## config.mk

```make
export PLATFORM = sky130hd
export DESIGN_NAME = boot_device_flat
export DESIGN_NICKNAME = d
export VERILOG_FILES = /design/src/logic/boot_link_pkg.sv /design/src/logic/boot_link_if.sv /design/src/logic/sum_acc.sv /design/src/logic/boot_device.sv /design/src/flat_wrapper.sv
export VERILOG_INCLUDE_DIRS = /design/src /design/src/logic
export SDC_FILE = /design/constraint.sdc
export NUM_CORES = 1
export LEC_CHECK = 0
export BUFFER_PORTS_ARGS = -buffer_cell sky130_fd_sc_hd__clkbuf_2
export CAP_MARGIN = 20
export CORE_ASPECT_RATIO = 0.9
export CORE_MARGIN = 2
export CORE_UTILIZATION = 40
export DETAILED_ROUTE_END_ITERATION = 10
export PLACE_DENSITY = 0.59
export SYNTH_ARGS = -nofsm -noshare
export SYNTH_HDL_FRONTEND = slang
export SYNTH_SLANG_ARGS = --single-unit
```

## constraint.sdc

```tcl
create_clock -name ref_clk -period 4.71 [get_ports ref_clk]
set_clock_uncertainty 0.1 [all_clocks]
set_input_delay 0 -clock ref_clk [delete_from_list [all_inputs] [get_ports ref_clk]]
set_output_delay 0 -clock ref_clk [all_outputs]
set_load 0.01 [all_outputs]
```

## src/logic/boot_link_map.svh

```systemverilog
// address map, byte codes and timing counts of the serial boot link
`ifndef BOOT_LINK_MAP_SVH
`define BOOT_LINK_MAP_SVH
`define FLASH_LO 16'hC000
`define FLASH_HI 16'hFFFF
`define PW_HI 16'hFF9F
`define PW_LIMIT 16'hFFA0
`define BLANK_LO 16'hFFE0
`define ERASED_BYTE 8'hFF
`define START_MARK 8'h3A
`define REC_DATA 8'h00
`define REC_END 8'h01
`define REC_EXT 8'h02
`define EXT_LEN 8'h02
`define END_LEN 8'h00
`define EXT_LIMIT 16'h1000
`define PW_MIN 8'h08
`define ID_COUNT 8'h0A
`define ID_ADDR_LEN 8'h02
`define ID_RSV0 8'h1D
`define ID_BLOCKS 8'h01
`define ST_COUNT 8'h04
`define ID_LEN 4'hD
`define ST_LEN 4'h7
`define SUM_LEN 4'h2
`define RESET_HOLD 4'h4
`endif

```

## src/logic/boot_link_pkg.sv

```systemverilog
// types shared by both ends of the serial boot link
package boot_link_pkg;
  typedef enum logic [2:0] {
    MODE_WRITE = 3'h0,
    MODE_RAM = 3'h1,
    MODE_SUM = 3'h2,
    MODE_ID = 3'h3,
    MODE_STATUS = 3'h4,
    MODE_ERASE = 3'h5
  } mode_t;
  typedef enum logic [3:0] {
    ST_IDLE = 4'h0,
    ST_PTR = 4'h1,
    ST_BLANK = 4'h2,
    ST_COUNT = 4'h3,
    ST_PW = 4'h4,
    ST_MARK = 4'h5,
    ST_HDR = 4'h6,
    ST_DATA = 4'h7,
    ST_CSUM = 4'h8,
    ST_SCAN = 4'h9,
    ST_SEND = 4'hA,
    ST_HALT = 4'hB
  } dev_state_t;
endpackage

```

## src/logic/boot_link_if.sv

```systemverilog
// byte-level serial boot link between programming controller and device
interface boot_link_if;
  logic h2d_valid;
  logic [7:0] h2d_data;
  logic h2d_ready;
  logic d2h_valid;
  logic [7:0] d2h_data;
  logic d2h_ready;
  logic dev_reset_n;
  modport dev (input h2d_valid, input h2d_data, output h2d_ready,
               output d2h_valid, output d2h_data, input d2h_ready);
  modport host (output h2d_valid, output h2d_data, input h2d_ready,
                input d2h_valid, input d2h_data, output d2h_ready, output dev_reset_n);
endinterface

```

## src/logic/sum_acc.sv

```systemverilog
// 16-bit running byte sum
module sum_acc (
  input wire logic ref_clk,
  input wire logic rstn,
  input wire logic clr,
  input wire logic add,
  input wire logic [7:0] byte_in,
  output logic [15:0] sum
);
  // one byte per cycle, carry kept to 16 bits; clear wins over add
  always_ff @(posedge ref_clk) begin
    if (!rstn || clr) begin
      sum <= 16'h0000;
    end else if (add) begin
      sum <= sum + {8'h00, byte_in};
    end
  end
endmodule

```

## src/logic/boot_device.sv

```systemverilog
// device end: password check, hex record parser, checksums, id and status replies
// Contract
// - write/sum modes sum whole flash from C000H
// - only record payload bytes enter sums
// - RAM mode sums received RAM bytes
// - id/status checksums cover their payload bytes
// - erase sums erased sectors or whole chip
// - after record checksum, wait for 3AH
// - host sends nothing after end record
// - receive or format error halts silently
// - record type beyond 00H..02H halts
// - bad record checksum halts
// - extended record length must be 02H
// - data after extended address >=1000H halts
// - end record length must be 00H
// - password area C000H..FF9FH only
// - blank part skips compare, pointers still sent
// - non-blank needs N>=8, start<=FFA0-N
// - three identical consecutive password bytes halt
// - blank write/RAM takes hex right after pointers
// - no password string to blank erase
// - password mismatch halts; host resets device
// - id reply is fixed 13-byte frame
// - id last byte negates sum of bytes 3..12
// - checksum is 16-bit byte sum
module boot_device (
  input wire logic ref_clk,
  input wire logic rstn,
  boot_link_if.dev link,
  input wire logic cmd_valid,
  input wire boot_link_pkg::mode_t cmd_mode,
  output logic cmd_ready,
  input wire logic rx_fault,
  input wire logic erase_chip,
  input wire logic [15:0] erase_first,
  input wire logic [15:0] erase_last,
  input wire logic prot_on,
  output logic [15:0] flash_addr,
  input wire logic [7:0] flash_rdata,
  output logic wr_valid,
  output logic [15:0] wr_addr,
  output logic [7:0] wr_data,
  output logic halted
);
  import boot_link_pkg::*;
`include "boot_link_map.svh"

  // ****************************************
  // state and working registers
  // ****************************************
  dev_state_t state_reg;
  mode_t mode_reg;
  logic [15:0] addr_reg, end_reg, password_count_location_reg, password_compare_start_reg, raddr_reg, ext_reg;
  logic [7:0] cnt_reg, len_reg, type_reg, rsum_reg, prev_reg, tx_data_reg;
  logic [3:0] tx_idx_reg;
  logic run_reg, blank_reg, ext_bad_reg, tx_valid_reg;
  logic rx, tx_done, blank_now, acc_clr, acc_add;
  logic [7:0] acc_byte, tx_byte, rx_byte;
  logic [15:0] sum;
  logic [3:0] tx_len;

  assign rx_byte = link.h2d_data;
  assign rx = link.h2d_valid && link.h2d_ready;
  assign tx_done = link.d2h_valid && link.d2h_ready;
  assign blank_now = blank_reg && (flash_rdata == `ERASED_BYTE);
  assign flash_addr = addr_reg;
  assign cmd_ready = (state_reg == ST_IDLE);
  assign halted = (state_reg == ST_HALT);
  assign link.d2h_valid = tx_valid_reg;
  assign link.d2h_data = tx_data_reg;
  // a halted device keeps swallowing bytes so the host never stalls on it
  assign link.h2d_ready = (state_reg inside {ST_PTR, ST_PW, ST_MARK, ST_HDR, ST_DATA,
                                             ST_CSUM, ST_HALT});
  assign tx_len = (mode_reg == MODE_ID) ? `ID_LEN :
                  (mode_reg == MODE_STATUS) ? `ST_LEN : `SUM_LEN;

  // ****************************************
  // reply byte selection
  // ****************************************
  always_comb begin
    tx_byte = 8'h00;
    if (mode_reg == MODE_ID) begin
      unique case (tx_idx_reg)
        4'h0: tx_byte = `START_MARK;
        4'h1: tx_byte = `ID_COUNT;
        4'h2: tx_byte = `ID_ADDR_LEN;
        4'h3: tx_byte = `ID_RSV0;
        4'h7: tx_byte = `ID_BLOCKS;
        4'h8: tx_byte = 8'(`FLASH_LO >> 8);
        4'h9: tx_byte = 8'(`FLASH_LO & 16'h00FF);
        4'hA: tx_byte = 8'(`FLASH_HI >> 8);
        4'hB: tx_byte = 8'(`FLASH_HI & 16'h00FF);
        4'hC: tx_byte = 8'h00 - sum[7:0];
        default: tx_byte = 8'h00;
      endcase
    end else if (mode_reg == MODE_STATUS) begin
      unique case (tx_idx_reg)
        4'h0: tx_byte = `START_MARK;
        4'h1: tx_byte = `ST_COUNT;
        4'h2: tx_byte = {6'h00, prot_on, ~blank_reg};
        4'h6: tx_byte = 8'h00 - sum[7:0];
        default: tx_byte = 8'h00;
      endcase
    end else begin
      tx_byte = (tx_idx_reg == 4'h0) ? sum[15:8] : sum[7:0];
    end
  end

  // ****************************************
  // checksum feed
  // ****************************************
  // header and record checksum bytes never reach the accumulator
  always_comb begin
    acc_add = 1'b0;
    acc_byte = flash_rdata;
    if (state_reg == ST_SCAN) begin
      acc_add = 1'b1;
    end else if (state_reg == ST_DATA && rx) begin
      acc_byte = rx_byte;
      acc_add = (mode_reg == MODE_RAM) && (type_reg == `REC_DATA);
    end else if (state_reg == ST_SEND && !tx_valid_reg && mode_reg != MODE_SUM) begin
      acc_byte = tx_byte;
      acc_add = (tx_idx_reg >= 4'h2) && (tx_idx_reg < tx_len - 4'h1);
    end
  end
  assign acc_clr = (state_reg == ST_IDLE);

  sum_acc u_acc (
    .ref_clk(ref_clk),
    .rstn(rstn),
    .clr(acc_clr),
    .add(acc_add),
    .byte_in(acc_byte),
    .sum(sum)
  );

  // ****************************************
  // command sequencer
  // ****************************************
  always_ff @(posedge ref_clk) begin
    if (!rstn) begin
      state_reg <= ST_IDLE;
      mode_reg <= MODE_WRITE;
      addr_reg <= 16'h0000;
      end_reg <= 16'h0000;
      cnt_reg <= 8'h00;
      blank_reg <= 1'b1;
    end else if (rx_fault && link.h2d_ready && state_reg != ST_HALT) begin
      state_reg <= ST_HALT;
    end else begin
      unique case (state_reg)
        ST_IDLE: if (cmd_valid) begin
          mode_reg <= cmd_mode;
          cnt_reg <= 8'h00;
          blank_reg <= 1'b1;
          addr_reg <= (cmd_mode == MODE_STATUS) ? `BLANK_LO : `FLASH_LO;
          end_reg <= `FLASH_HI;
          unique case (cmd_mode)
            MODE_SUM: state_reg <= ST_SCAN;
            MODE_ID: state_reg <= ST_SEND;
            MODE_STATUS: state_reg <= ST_BLANK;
            default: state_reg <= ST_PTR;
          endcase
        end
        ST_PTR: if (rx) begin
          cnt_reg <= cnt_reg + 8'h01;
          if (cnt_reg == 8'h03) begin
            addr_reg <= `BLANK_LO;
            // both pointers must fall in the password area
            if (password_count_location_reg < `FLASH_LO || password_count_location_reg > `PW_HI
                || {password_compare_start_reg[7:0], rx_byte} < `FLASH_LO
                || {password_compare_start_reg[7:0], rx_byte} > `PW_HI) begin
              state_reg <= ST_HALT;
            end else begin
              state_reg <= ST_BLANK;
            end
          end
        end
        ST_BLANK: begin
          blank_reg <= blank_now;
          addr_reg <= addr_reg + 16'h0001;
          if (addr_reg == `FLASH_HI) begin
            if (mode_reg == MODE_STATUS) begin
              state_reg <= ST_SEND;
            end else if (!blank_now) begin
              addr_reg <= password_count_location_reg;
              state_reg <= ST_COUNT;
            end else if (mode_reg == MODE_ERASE) begin
              addr_reg <= erase_chip ? `FLASH_LO : erase_first;
              end_reg <= erase_chip ? `FLASH_HI : erase_last;
              state_reg <= ST_SCAN;
            end else begin
              state_reg <= ST_MARK;
            end
          end
        end
        ST_COUNT: begin
          cnt_reg <= flash_rdata;
          addr_reg <= password_compare_start_reg;
          if (flash_rdata < `PW_MIN || password_compare_start_reg > `PW_LIMIT - {8'h00, flash_rdata}) begin
            state_reg <= ST_HALT;
          end else begin
            state_reg <= ST_PW;
          end
        end
        ST_PW: if (rx) begin
          addr_reg <= addr_reg + 16'h0001;
          cnt_reg <= cnt_reg - 8'h01;
          if (rx_byte != flash_rdata) begin
            state_reg <= ST_HALT;
          end else if (run_reg && rx_byte == prev_reg && addr_reg != password_compare_start_reg) begin
            state_reg <= ST_HALT;
          end else if (cnt_reg == 8'h01) begin
            if (mode_reg == MODE_ERASE) begin
              addr_reg <= erase_chip ? `FLASH_LO : erase_first;
              end_reg <= erase_chip ? `FLASH_HI : erase_last;
              state_reg <= ST_SCAN;
            end else begin
              state_reg <= ST_MARK;
            end
          end
        end
        ST_MARK: if (rx && rx_byte == `START_MARK) begin
          cnt_reg <= 8'h00;
          state_reg <= ST_HDR;
        end
        ST_HDR: if (rx) begin
          cnt_reg <= cnt_reg + 8'h01;
          if (cnt_reg == 8'h03) begin
            cnt_reg <= len_reg;
            if (rx_byte > `REC_EXT) begin
              state_reg <= ST_HALT;
            end else if (rx_byte == `REC_EXT && len_reg != `EXT_LEN) begin
              state_reg <= ST_HALT;
            end else if (rx_byte == `REC_END && len_reg != `END_LEN) begin
              state_reg <= ST_HALT;
            end else if (rx_byte == `REC_DATA && ext_bad_reg) begin
              state_reg <= ST_HALT;
            end else if (len_reg == 8'h00) begin
              state_reg <= ST_CSUM;
            end else begin
              state_reg <= ST_DATA;
            end
          end
        end
        ST_DATA: if (rx) begin
          cnt_reg <= cnt_reg - 8'h01;
          if (cnt_reg == 8'h01) begin
            state_reg <= ST_CSUM;
          end
        end
        ST_CSUM: if (rx) begin
          if (rsum_reg + rx_byte != 8'h00) begin
            state_reg <= ST_HALT;
          end else if (type_reg == `REC_END && mode_reg == MODE_WRITE) begin
            addr_reg <= `FLASH_LO;
            end_reg <= `FLASH_HI;
            state_reg <= ST_SCAN;
          end else if (type_reg == `REC_END) begin
            state_reg <= ST_SEND;
          end else begin
            state_reg <= ST_MARK;
          end
        end
        ST_SCAN: begin
          addr_reg <= addr_reg + 16'h0001;
          if (addr_reg == end_reg) begin
            state_reg <= ST_SEND;
          end
        end
        ST_SEND: if (tx_done && tx_idx_reg == tx_len - 4'h1) begin
          state_reg <= ST_IDLE;
        end
        ST_HALT: state_reg <= ST_HALT;
        default: state_reg <= ST_HALT;
      endcase
    end
  end

  // ****************************************
  // pointer capture and password run tracking
  // ****************************************
  always_ff @(posedge ref_clk) begin
    if (!rstn) begin
      password_count_location_reg <= 16'h0000;
      password_compare_start_reg <= 16'h0000;
      prev_reg <= 8'h00;
      run_reg <= 1'b0;
    end else if (state_reg == ST_PTR && rx) begin
      run_reg <= 1'b0;
      if (cnt_reg < 8'h02) begin
        password_count_location_reg <= {password_count_location_reg[7:0], rx_byte};
      end else begin
        password_compare_start_reg <= {password_compare_start_reg[7:0], rx_byte};
      end
    end else if (state_reg == ST_PW && rx) begin
      // run_reg marks two equal bytes in a row; a third match halts
      run_reg <= (addr_reg != password_compare_start_reg) && (rx_byte == prev_reg);
      prev_reg <= rx_byte;
    end
  end

  // ****************************************
  // record fields, record checksum and writes
  // ****************************************
  always_ff @(posedge ref_clk) begin
    if (!rstn) begin
      len_reg <= 8'h00;
      type_reg <= 8'h00;
      raddr_reg <= 16'h0000;
      ext_reg <= 16'h0000;
      rsum_reg <= 8'h00;
      ext_bad_reg <= 1'b0;
      wr_valid <= 1'b0;
      wr_addr <= 16'h0000;
      wr_data <= 8'h00;
    end else begin
      wr_valid <= 1'b0;
      if (state_reg == ST_IDLE) begin
        ext_bad_reg <= 1'b0;
      end
      if (state_reg == ST_MARK) begin
        rsum_reg <= 8'h00;
      end else if (rx && (state_reg == ST_HDR || state_reg == ST_DATA)) begin
        rsum_reg <= rsum_reg + rx_byte;
      end
      if (state_reg == ST_HDR && rx) begin
        unique case (cnt_reg[1:0])
          2'h0: len_reg <= rx_byte;
          2'h1: raddr_reg[15:8] <= rx_byte;
          2'h2: raddr_reg[7:0] <= rx_byte;
          2'h3: type_reg <= rx_byte;
        endcase
      end
      if (state_reg == ST_DATA && rx) begin
        if (type_reg == `REC_DATA) begin
          wr_valid <= 1'b1;
          wr_addr <= raddr_reg;
          wr_data <= rx_byte;
          raddr_reg <= raddr_reg + 16'h0001;
        end else if (type_reg == `REC_EXT) begin
          ext_reg <= {ext_reg[7:0], rx_byte};
        end
      end
      if (state_reg == ST_CSUM && rx && type_reg == `REC_EXT) begin
        ext_bad_reg <= (ext_reg >= `EXT_LIMIT);
      end
    end
  end

  // ****************************************
  // reply transmitter
  // ****************************************
  always_ff @(posedge ref_clk) begin
    if (!rstn) begin
      tx_valid_reg <= 1'b0;
      tx_data_reg <= 8'h00;
      tx_idx_reg <= 4'h0;
    end else if (state_reg != ST_SEND) begin
      tx_valid_reg <= 1'b0;
      tx_idx_reg <= 4'h0;
    end else if (!tx_valid_reg) begin
      tx_valid_reg <= 1'b1;
      tx_data_reg <= tx_byte;
    end else if (tx_done) begin
      tx_valid_reg <= 1'b0;
      tx_idx_reg <= tx_idx_reg + 4'h1;
    end
  end
endmodule

```

## src/flat_wrapper.sv

```systemverilog
// flat-port wrapper written by rule: the top's interface ports become plain ports
module boot_device_flat import boot_link_pkg::*;
  (ref_clk, rstn, cmd_valid, cmd_mode, cmd_ready, rx_fault, erase_chip, erase_first, erase_last, prot_on, flash_addr, flash_rdata, wr_valid, wr_addr, wr_data, halted, link_h2d_valid, link_h2d_data, link_h2d_ready, link_d2h_valid, link_d2h_data, link_d2h_ready);
  boot_link_if link_i ();
  input wire logic ref_clk;
  input wire logic rstn;
  input wire logic cmd_valid;
  input wire boot_link_pkg::mode_t cmd_mode;
  output logic cmd_ready;
  input wire logic rx_fault;
  input wire logic erase_chip;
  input wire logic [15:0] erase_first;
  input wire logic [15:0] erase_last;
  input wire logic prot_on;
  output logic [15:0] flash_addr;
  input wire logic [7:0] flash_rdata;
  output logic wr_valid;
  output logic [15:0] wr_addr;
  output logic [7:0] wr_data;
  output logic halted;
  input wire logic [$bits(link_i.h2d_valid)-1:0] link_h2d_valid;
  input wire logic [$bits(link_i.h2d_data)-1:0] link_h2d_data;
  output wire logic [$bits(link_i.h2d_ready)-1:0] link_h2d_ready;
  output wire logic [$bits(link_i.d2h_valid)-1:0] link_d2h_valid;
  output wire logic [$bits(link_i.d2h_data)-1:0] link_d2h_data;
  input wire logic [$bits(link_i.d2h_ready)-1:0] link_d2h_ready;
  assign link_i.h2d_valid = link_h2d_valid;
  assign link_i.h2d_data = link_h2d_data;
  assign link_h2d_ready = link_i.h2d_ready;
  assign link_d2h_valid = link_i.d2h_valid;
  assign link_d2h_data = link_i.d2h_data;
  assign link_i.d2h_ready = link_d2h_ready;
  boot_device u_core (.ref_clk(ref_clk), .rstn(rstn), .link(link_i), .cmd_valid(cmd_valid), .cmd_mode(cmd_mode), .cmd_ready(cmd_ready), .rx_fault(rx_fault), .erase_chip(erase_chip), .erase_first(erase_first), .erase_last(erase_last), .prot_on(prot_on), .flash_addr(flash_addr), .flash_rdata(flash_rdata), .wr_valid(wr_valid), .wr_addr(wr_addr), .wr_data(wr_data), .halted(halted));
endmodule
```

---- Word-level counts from Yosys, hierarchy flattened ----
Index checks and enable logic that the tools add are counted.
storage, ports and cells
  bits in registers ....................... 200
  input port bits ......................... 59
  logic and storage cells ................. 303
operators by class
  equal/unequal tests ..................... 84
  $add $sub $neg .......................... 10
  magnitude comparators ................... 11
  reduce and logical (&&, ||, !) cells .... 71
  bitwise logic cells ..................... 8
  muxes and demuxes ....................... 95
operators by type and width
  cell                   count
  $mux 16                31
  $mux 4                 31
  $mux 8                 14
  $pmux 16 s7            1
  $pmux 16 s4            1
  $pmux 8 s8             1
  $pmux 8 s6             1
  $pmux 4 s11            1
  $add 16x1->16 const B  2
  $eq 4x4->1 const B     8
  $gt 16x16->1 const B   2
  $lt 16x16->1 const B   2
  $pmux 8 s4             1
  $reduce_and 14->1      2
  $logic_and 1x1->1      25
  $eq 4x3->1 const B     6
  $eq 8x1->1 const B     3
  $eq 8x2->1 const B     3
  $logic_not 8->1        3
  $ne 2x1->1 const B     12
  $ne 3x1->1 const B     7
  $ne 2x2->1 const B     9
  $reduce_and 2->1       9
  $add 16x8->16          1
  56 further kinds       103

---- Depth between registers and ports, before layout ----
  word-level depth ........................ 10
  gate-level depth with buffers ........... 18
  depth with buffers taken out ............ 17

---- Hierarchy ----
From an unflattened synthesis, not the netlist that was laid out.
second synthesis, totals
  cells, all modules ...................... 1,725
  area, all modules ....................... 12,843.6 um^2
modules (own cells, without submodules)
  module       instances  sequential area each (um^2)  area each (um^2)  cells each
  boot_device  1          3,523.4                      11,745.0          1,599
  sum_acc      1          320.3                        1,098.6           126

---- Least setup slack after synthesis ----
Ideal clock, no wire load.
  path kind ............................... flip-flop to flip-flop
  start ................................... register u_core.mode_reg[2]
  end ..................................... register u_core.u_acc.sum[14]
  required time ........................... 4,539 ps
  path buffers ............................ 1
  clock period less this slack ............ 3,922 ps
  setup time .............................. 71 ps
  arrival ................................. 3,751 ps
  cell stages (with the launch flop) ...... 18
  slack ................................... 788 ps
  cells stage by stage .................... dfxtp_1 -> nor3b_1 -> inv_1 -> clkbuf_1 -> nand2_1 -> inv_1 -> a221o_1 -> a21oi_1 -> ha_1 -> inv_1 -> fa_1 -> nor2b_1 -> o21ai_0 -> a21boi_0 -> o21a_1 -> o41ai_1 -> or4_1 -> a21oi_1
on the way
  cells in the longest elaborated chain, start to end .. 9
  elaborated cells on any way between the ends .. 20
  those cells by class .................... 2 x add/sub; 1 x order compare; 4 x eq/ne; 10 x mux; 3 x reduce/logical
ends and longest elaborated chain
  what                      line                                  source
  start: declaration        boot_device.sv:52                     mode_t mode_reg;
  start signal: assignment  boot_device.sv:153                    mode_reg <= cmd_mode;
  $eq 3x3->1                boot_device.sv:75, boot_device.sv:96
  $mux 3 (no source line)   --
  $mux 4 (no source line)   --
  $sub 4x1->4               boot_device.sv:123                    acc_add = (tx_idx_reg >= 4'h2) && (tx_idx_reg < tx_len - 4'h1);
  $lt 4x4->1                boot_device.sv:123
  $logic_and 1x1->1         boot_device.sv:123
  $mux 1                    boot_device.sv:121                    end else if (state_reg == ST_SEND && !tx_valid_reg && mode_reg != MODE_SUM) begin
  $mux 1                    boot_device.sv:118                    end else if (state_reg == ST_DATA && rx) begin
  $mux 1                    boot_device.sv:116                    if (state_reg == ST_SCAN) begin
  end signal: assignment    sum_acc.sv:15                         sum <= sum + {8'h00, byte_in};
  end: declaration          sum_acc.sv:8                          output logic [15:0] sum
Several ways; a longest one is shown, not always the timed one.
A chain may end at the register's enable or synchronous reset.

---- Worst setup path in the final report ----
  start ................................... register u_core.tx_idx_reg[0]
  end ..................................... register u_core.u_acc.sum[14]
on the way
  cells in the longest elaborated chain, start to end .. 8
  elaborated cells on any way between the ends .. 26
  those cells by class .................... 1 x add/sub; 2 x order compare; 9 x eq/ne; 11 x mux; 3 x reduce/logical
ends and longest elaborated chain
  what                                                      line                                  source
  start: declaration                                        boot_device.sv:55                     logic [3:0] tx_idx_reg;
  start signal: assignment                                  boot_device.sv:367                    tx_idx_reg <= tx_idx_reg + 4'h1;
  $eq 4x4->1 (tied with other cells)                        boot_device.sv:83                     unique case (tx_idx_reg)
  $reduce_or 2->1 (no source line) (tied with other cells)  --
  $pmux 8 s8 or $mux 8 (tied branches)                      boot_device.sv:83, boot_device.sv:96
  $mux 8                                                    boot_device.sv:82                     if (mode_reg == MODE_ID) begin
  $mux 8                                                    boot_device.sv:121
  $mux 8                                                    boot_device.sv:118
  $mux 8                                                    boot_device.sv:116
  $add 16x8->16                                             sum_acc.sv:15
Several ways; a longest one is shown, not always the timed one.

==> results.toml <==
[status]
outcome = "finished, final reports clean"

[global_route]
grt_pass1_vias = 12000
grt_usage_pct = 25.9
grt_antenna_before_repair = 0
grt_first_pass_wirelength_um = 67900
overflow = 0
grt_max_degree = 48

[yosys]
synth_top_area_share_pct = 30.3
yosys.area_share.simple_pct = 24.7
muxShareOfSynthArea_pct = 4.38
synth_top_family_by_area = "simple AND/OR/NAND/NOR gates"
synth_fp_nets = 1777
ys_top_cells_by_count = "193 x nand2_1, 192 x dfxtp_1, 175 x a21oi_1"
synthTopCellsByArea = "dfxtp_1 30%, a21oi_1 6.9%, nand2_1 5.7%"
synth_xor_area_share_pct = 6.21
yosys.area.top_type = "dfxtp_1"
yosysWarningCount = 0
synth-seq-cells = 192
synth_compound_area_share_pct = 24.6
synth_adder_area_share_pct = 4.36
yosysSeqAreaShare_pct = 30.3
netlist_area_um2 = 12700
yosys.cell_types.count = 79
synth_ff_type = "dfxtp_1"
synth-edff-count = 0
synth_area_per_cell_um2 = 7.58
syn_inst = 1675
synth_most_common_cell = "nand2_1"
ys_async_sr_fraction_pct = 0

[worst_setup_path]
critPathLaunch = "u_core.tx_idx_reg[0]"
crit_arrival_ns = 4.58
crit_fanout = 10
end_kind = "register"
critical_path_required_ns = 4.98
path_class = "reg2reg"
critPathLaunchType = "register"
regToRegStartpoint = "u_core.tx_idx_reg[0]"

[finish]
area_growth_pct = 14.5
antenna_cells = 0
drive_gt1_share_pct = 12.1
fillers = 3114
finalNonFillerCells = 2176
nets = 1856

[floorplan]
start_util_pct = 40.9
die_h_um = 173
core_um2 = 31100
io_pins = 112
die_x_um = 192
num_rows = 61
die_area_um2 = 33200

[job]
cap_violations = 0

[cts]
cts_tree = "built"
clock_path_buffers = 2
cts.htree.levels = 4
clock_sink_count = 192
root_buffer = "clkbuf_16"
cts-resized-gates = 0
cts_made_buffers = 17
clk_pin_slew_ns = 0.08
clk_latency_ns = 0.45

[placed_design]
port_buffers = 111
dp.cells = 2106
hpwl_um = 31600
gp_congestion = 0.962

[sta]
post-route-period-util_pct = 91.4
rsz0062_at_grt = "no"
slew_headroom_pct = 28.3
worstMarginPinSlew_ns = 1.08
drv_slew = 0
hold_viol = 0
fmax_mhz = 232
fin_crit_ns = 4.31
setup_viol = 0
fin_tns_setup_ns = 0

[route]
drtIter0Drc = 1216
drcViolationCount = 0
wl_met2_um = 19200
drt-wirelength-per-cell_um = 20.2
met3_length_um = 3230
final_antenna_net_count = 0
drt_first_pass_iters = 6
via_per_inst = 5.97
dr.max_layer_used = "met4"
wl_um = 44000
wirelength_met1_um = 20500
num_vias = 13000

[worst_hold_path]
min_from = "erase_first[10]"
hold_path_class = "in2reg"

[power_and_ir_drop]
p_leak_nw = 5.63
power_density_nw_per_um2 = 412
total_power_w = 0.00599
vdd_drop_max_mv = 0.327
final timing paths:
| check | end | slack, ns | depth (start not counted) |
|---|---|---|---|
| setup reg to reg | u_core.u_acc.sum[14] | 0.40 | 17 |
| setup / recovery | u_core.u_acc.sum[14] | 0.40 | 17 |
| hold reg to reg | u_core.wr_addr[4] | 0.35 | 2 |
| hold / removal | u_core.flash_addr[10] | 0.01 | 5 |
what timing repair did:
item	in CTS	in global routing
hold buffers	37	0
endpoints found under the hold margin	46	0
setup buffers	0	0
through the flow:
stage,utilization (%),instance area (um2),hold WS (ns),setup slack [ns]
floorplan,-,12700,-0.00411,0.788
CTS,46.8,14500,0.00449,0.499
finish,46.8,14500,0.0142,0.404
global route,46.8,14500,0.0377,0.148
global placement,43.5,13500,0.165,0.610
detailed placement,43.5,13500,0.169,0.545
worst max-delay path: stages, from the launching register on:
cell      delay [ns]
dfxtp_1         0.34
inv_1           0.16
ha_1            0.39
nand2_1         0.27
mux2i_1         0.20
a221o_1         0.38
a21oi_1         0.17
ha_1            0.19
inv_1           0.06
fa_1            0.39
nor2b_1         0.12
o21ai_0         0.12
a21boi_0        0.29
o21a_1          0.19
o41ai_1         0.07
buf_4           0.17
or4_1           0.46
a21oi_1         0.14
report_power, final:
part / total, W / internal (W) / leakage, nW / switching (W)
Sequential: 0.00195 / 0.00176 / 1.55 / 0.000191
Combinational: 0.00245 / 0.000927 / 3.77 / 0.00153
Clock: 0.00159 / 0.000823 / 0.308 / 0.000765
Total: 0.00599 / 0.00351 / 5.63 / 0.00248
placed cells by master, fill, tap and decap left out, drive strengths merged, types with 16 or more instances in the layout:
cell type / count
mux2i: 51
clkbuf: 129
a21oi: 175
xnor2: 46
nor4: 28
dlygate4sd3: 37
or4: 17
dfxtp: 192
nor3: 40
nand2b: 28
o21ai: 76
buf: 35
o221a: 17
nand3: 70
xor2: 44
nand2: 193
ha: 41
o22ai: 16
inv: 55
o211ai: 29
nor2: 158
nor2b: 16
a211oi: 16
nand4: 22
routing by layer:
metal	GRT usage [%]	up-vias
met1	36.8	6169
met4	8.11	0
met2	39.4	504
li1	-	6229
met5	0	-
met3	4.95	82
kinds of logic (layout without fill, tap and decap cells):
kind of cell	count (synthesis)	after routing
AOI/OAI and AO/OA	475	475
DFF	192	192
muxes	55	55
xor gates and xnor gates	90	90
buffers and inverters	174	266
and+or+nand+nor	646	646
adders and majority gates	43	43
area by class of cell:
cell class | count | area, um2 | share of cell area (%)
multi-input combinational | 1309 | 8170 | 56.2
sequential | 192 | 3840 | 26.4
timing repair buffer | 183 | 1190 | 8.16
tap | 409 | 512 | 3.52
clock buffer | 18 | 429 | 2.95
clock inverter | 14 | 208 | 1.43
inverter | 51 | 193 | 1.33
Power figures use the tool's default switching activity.
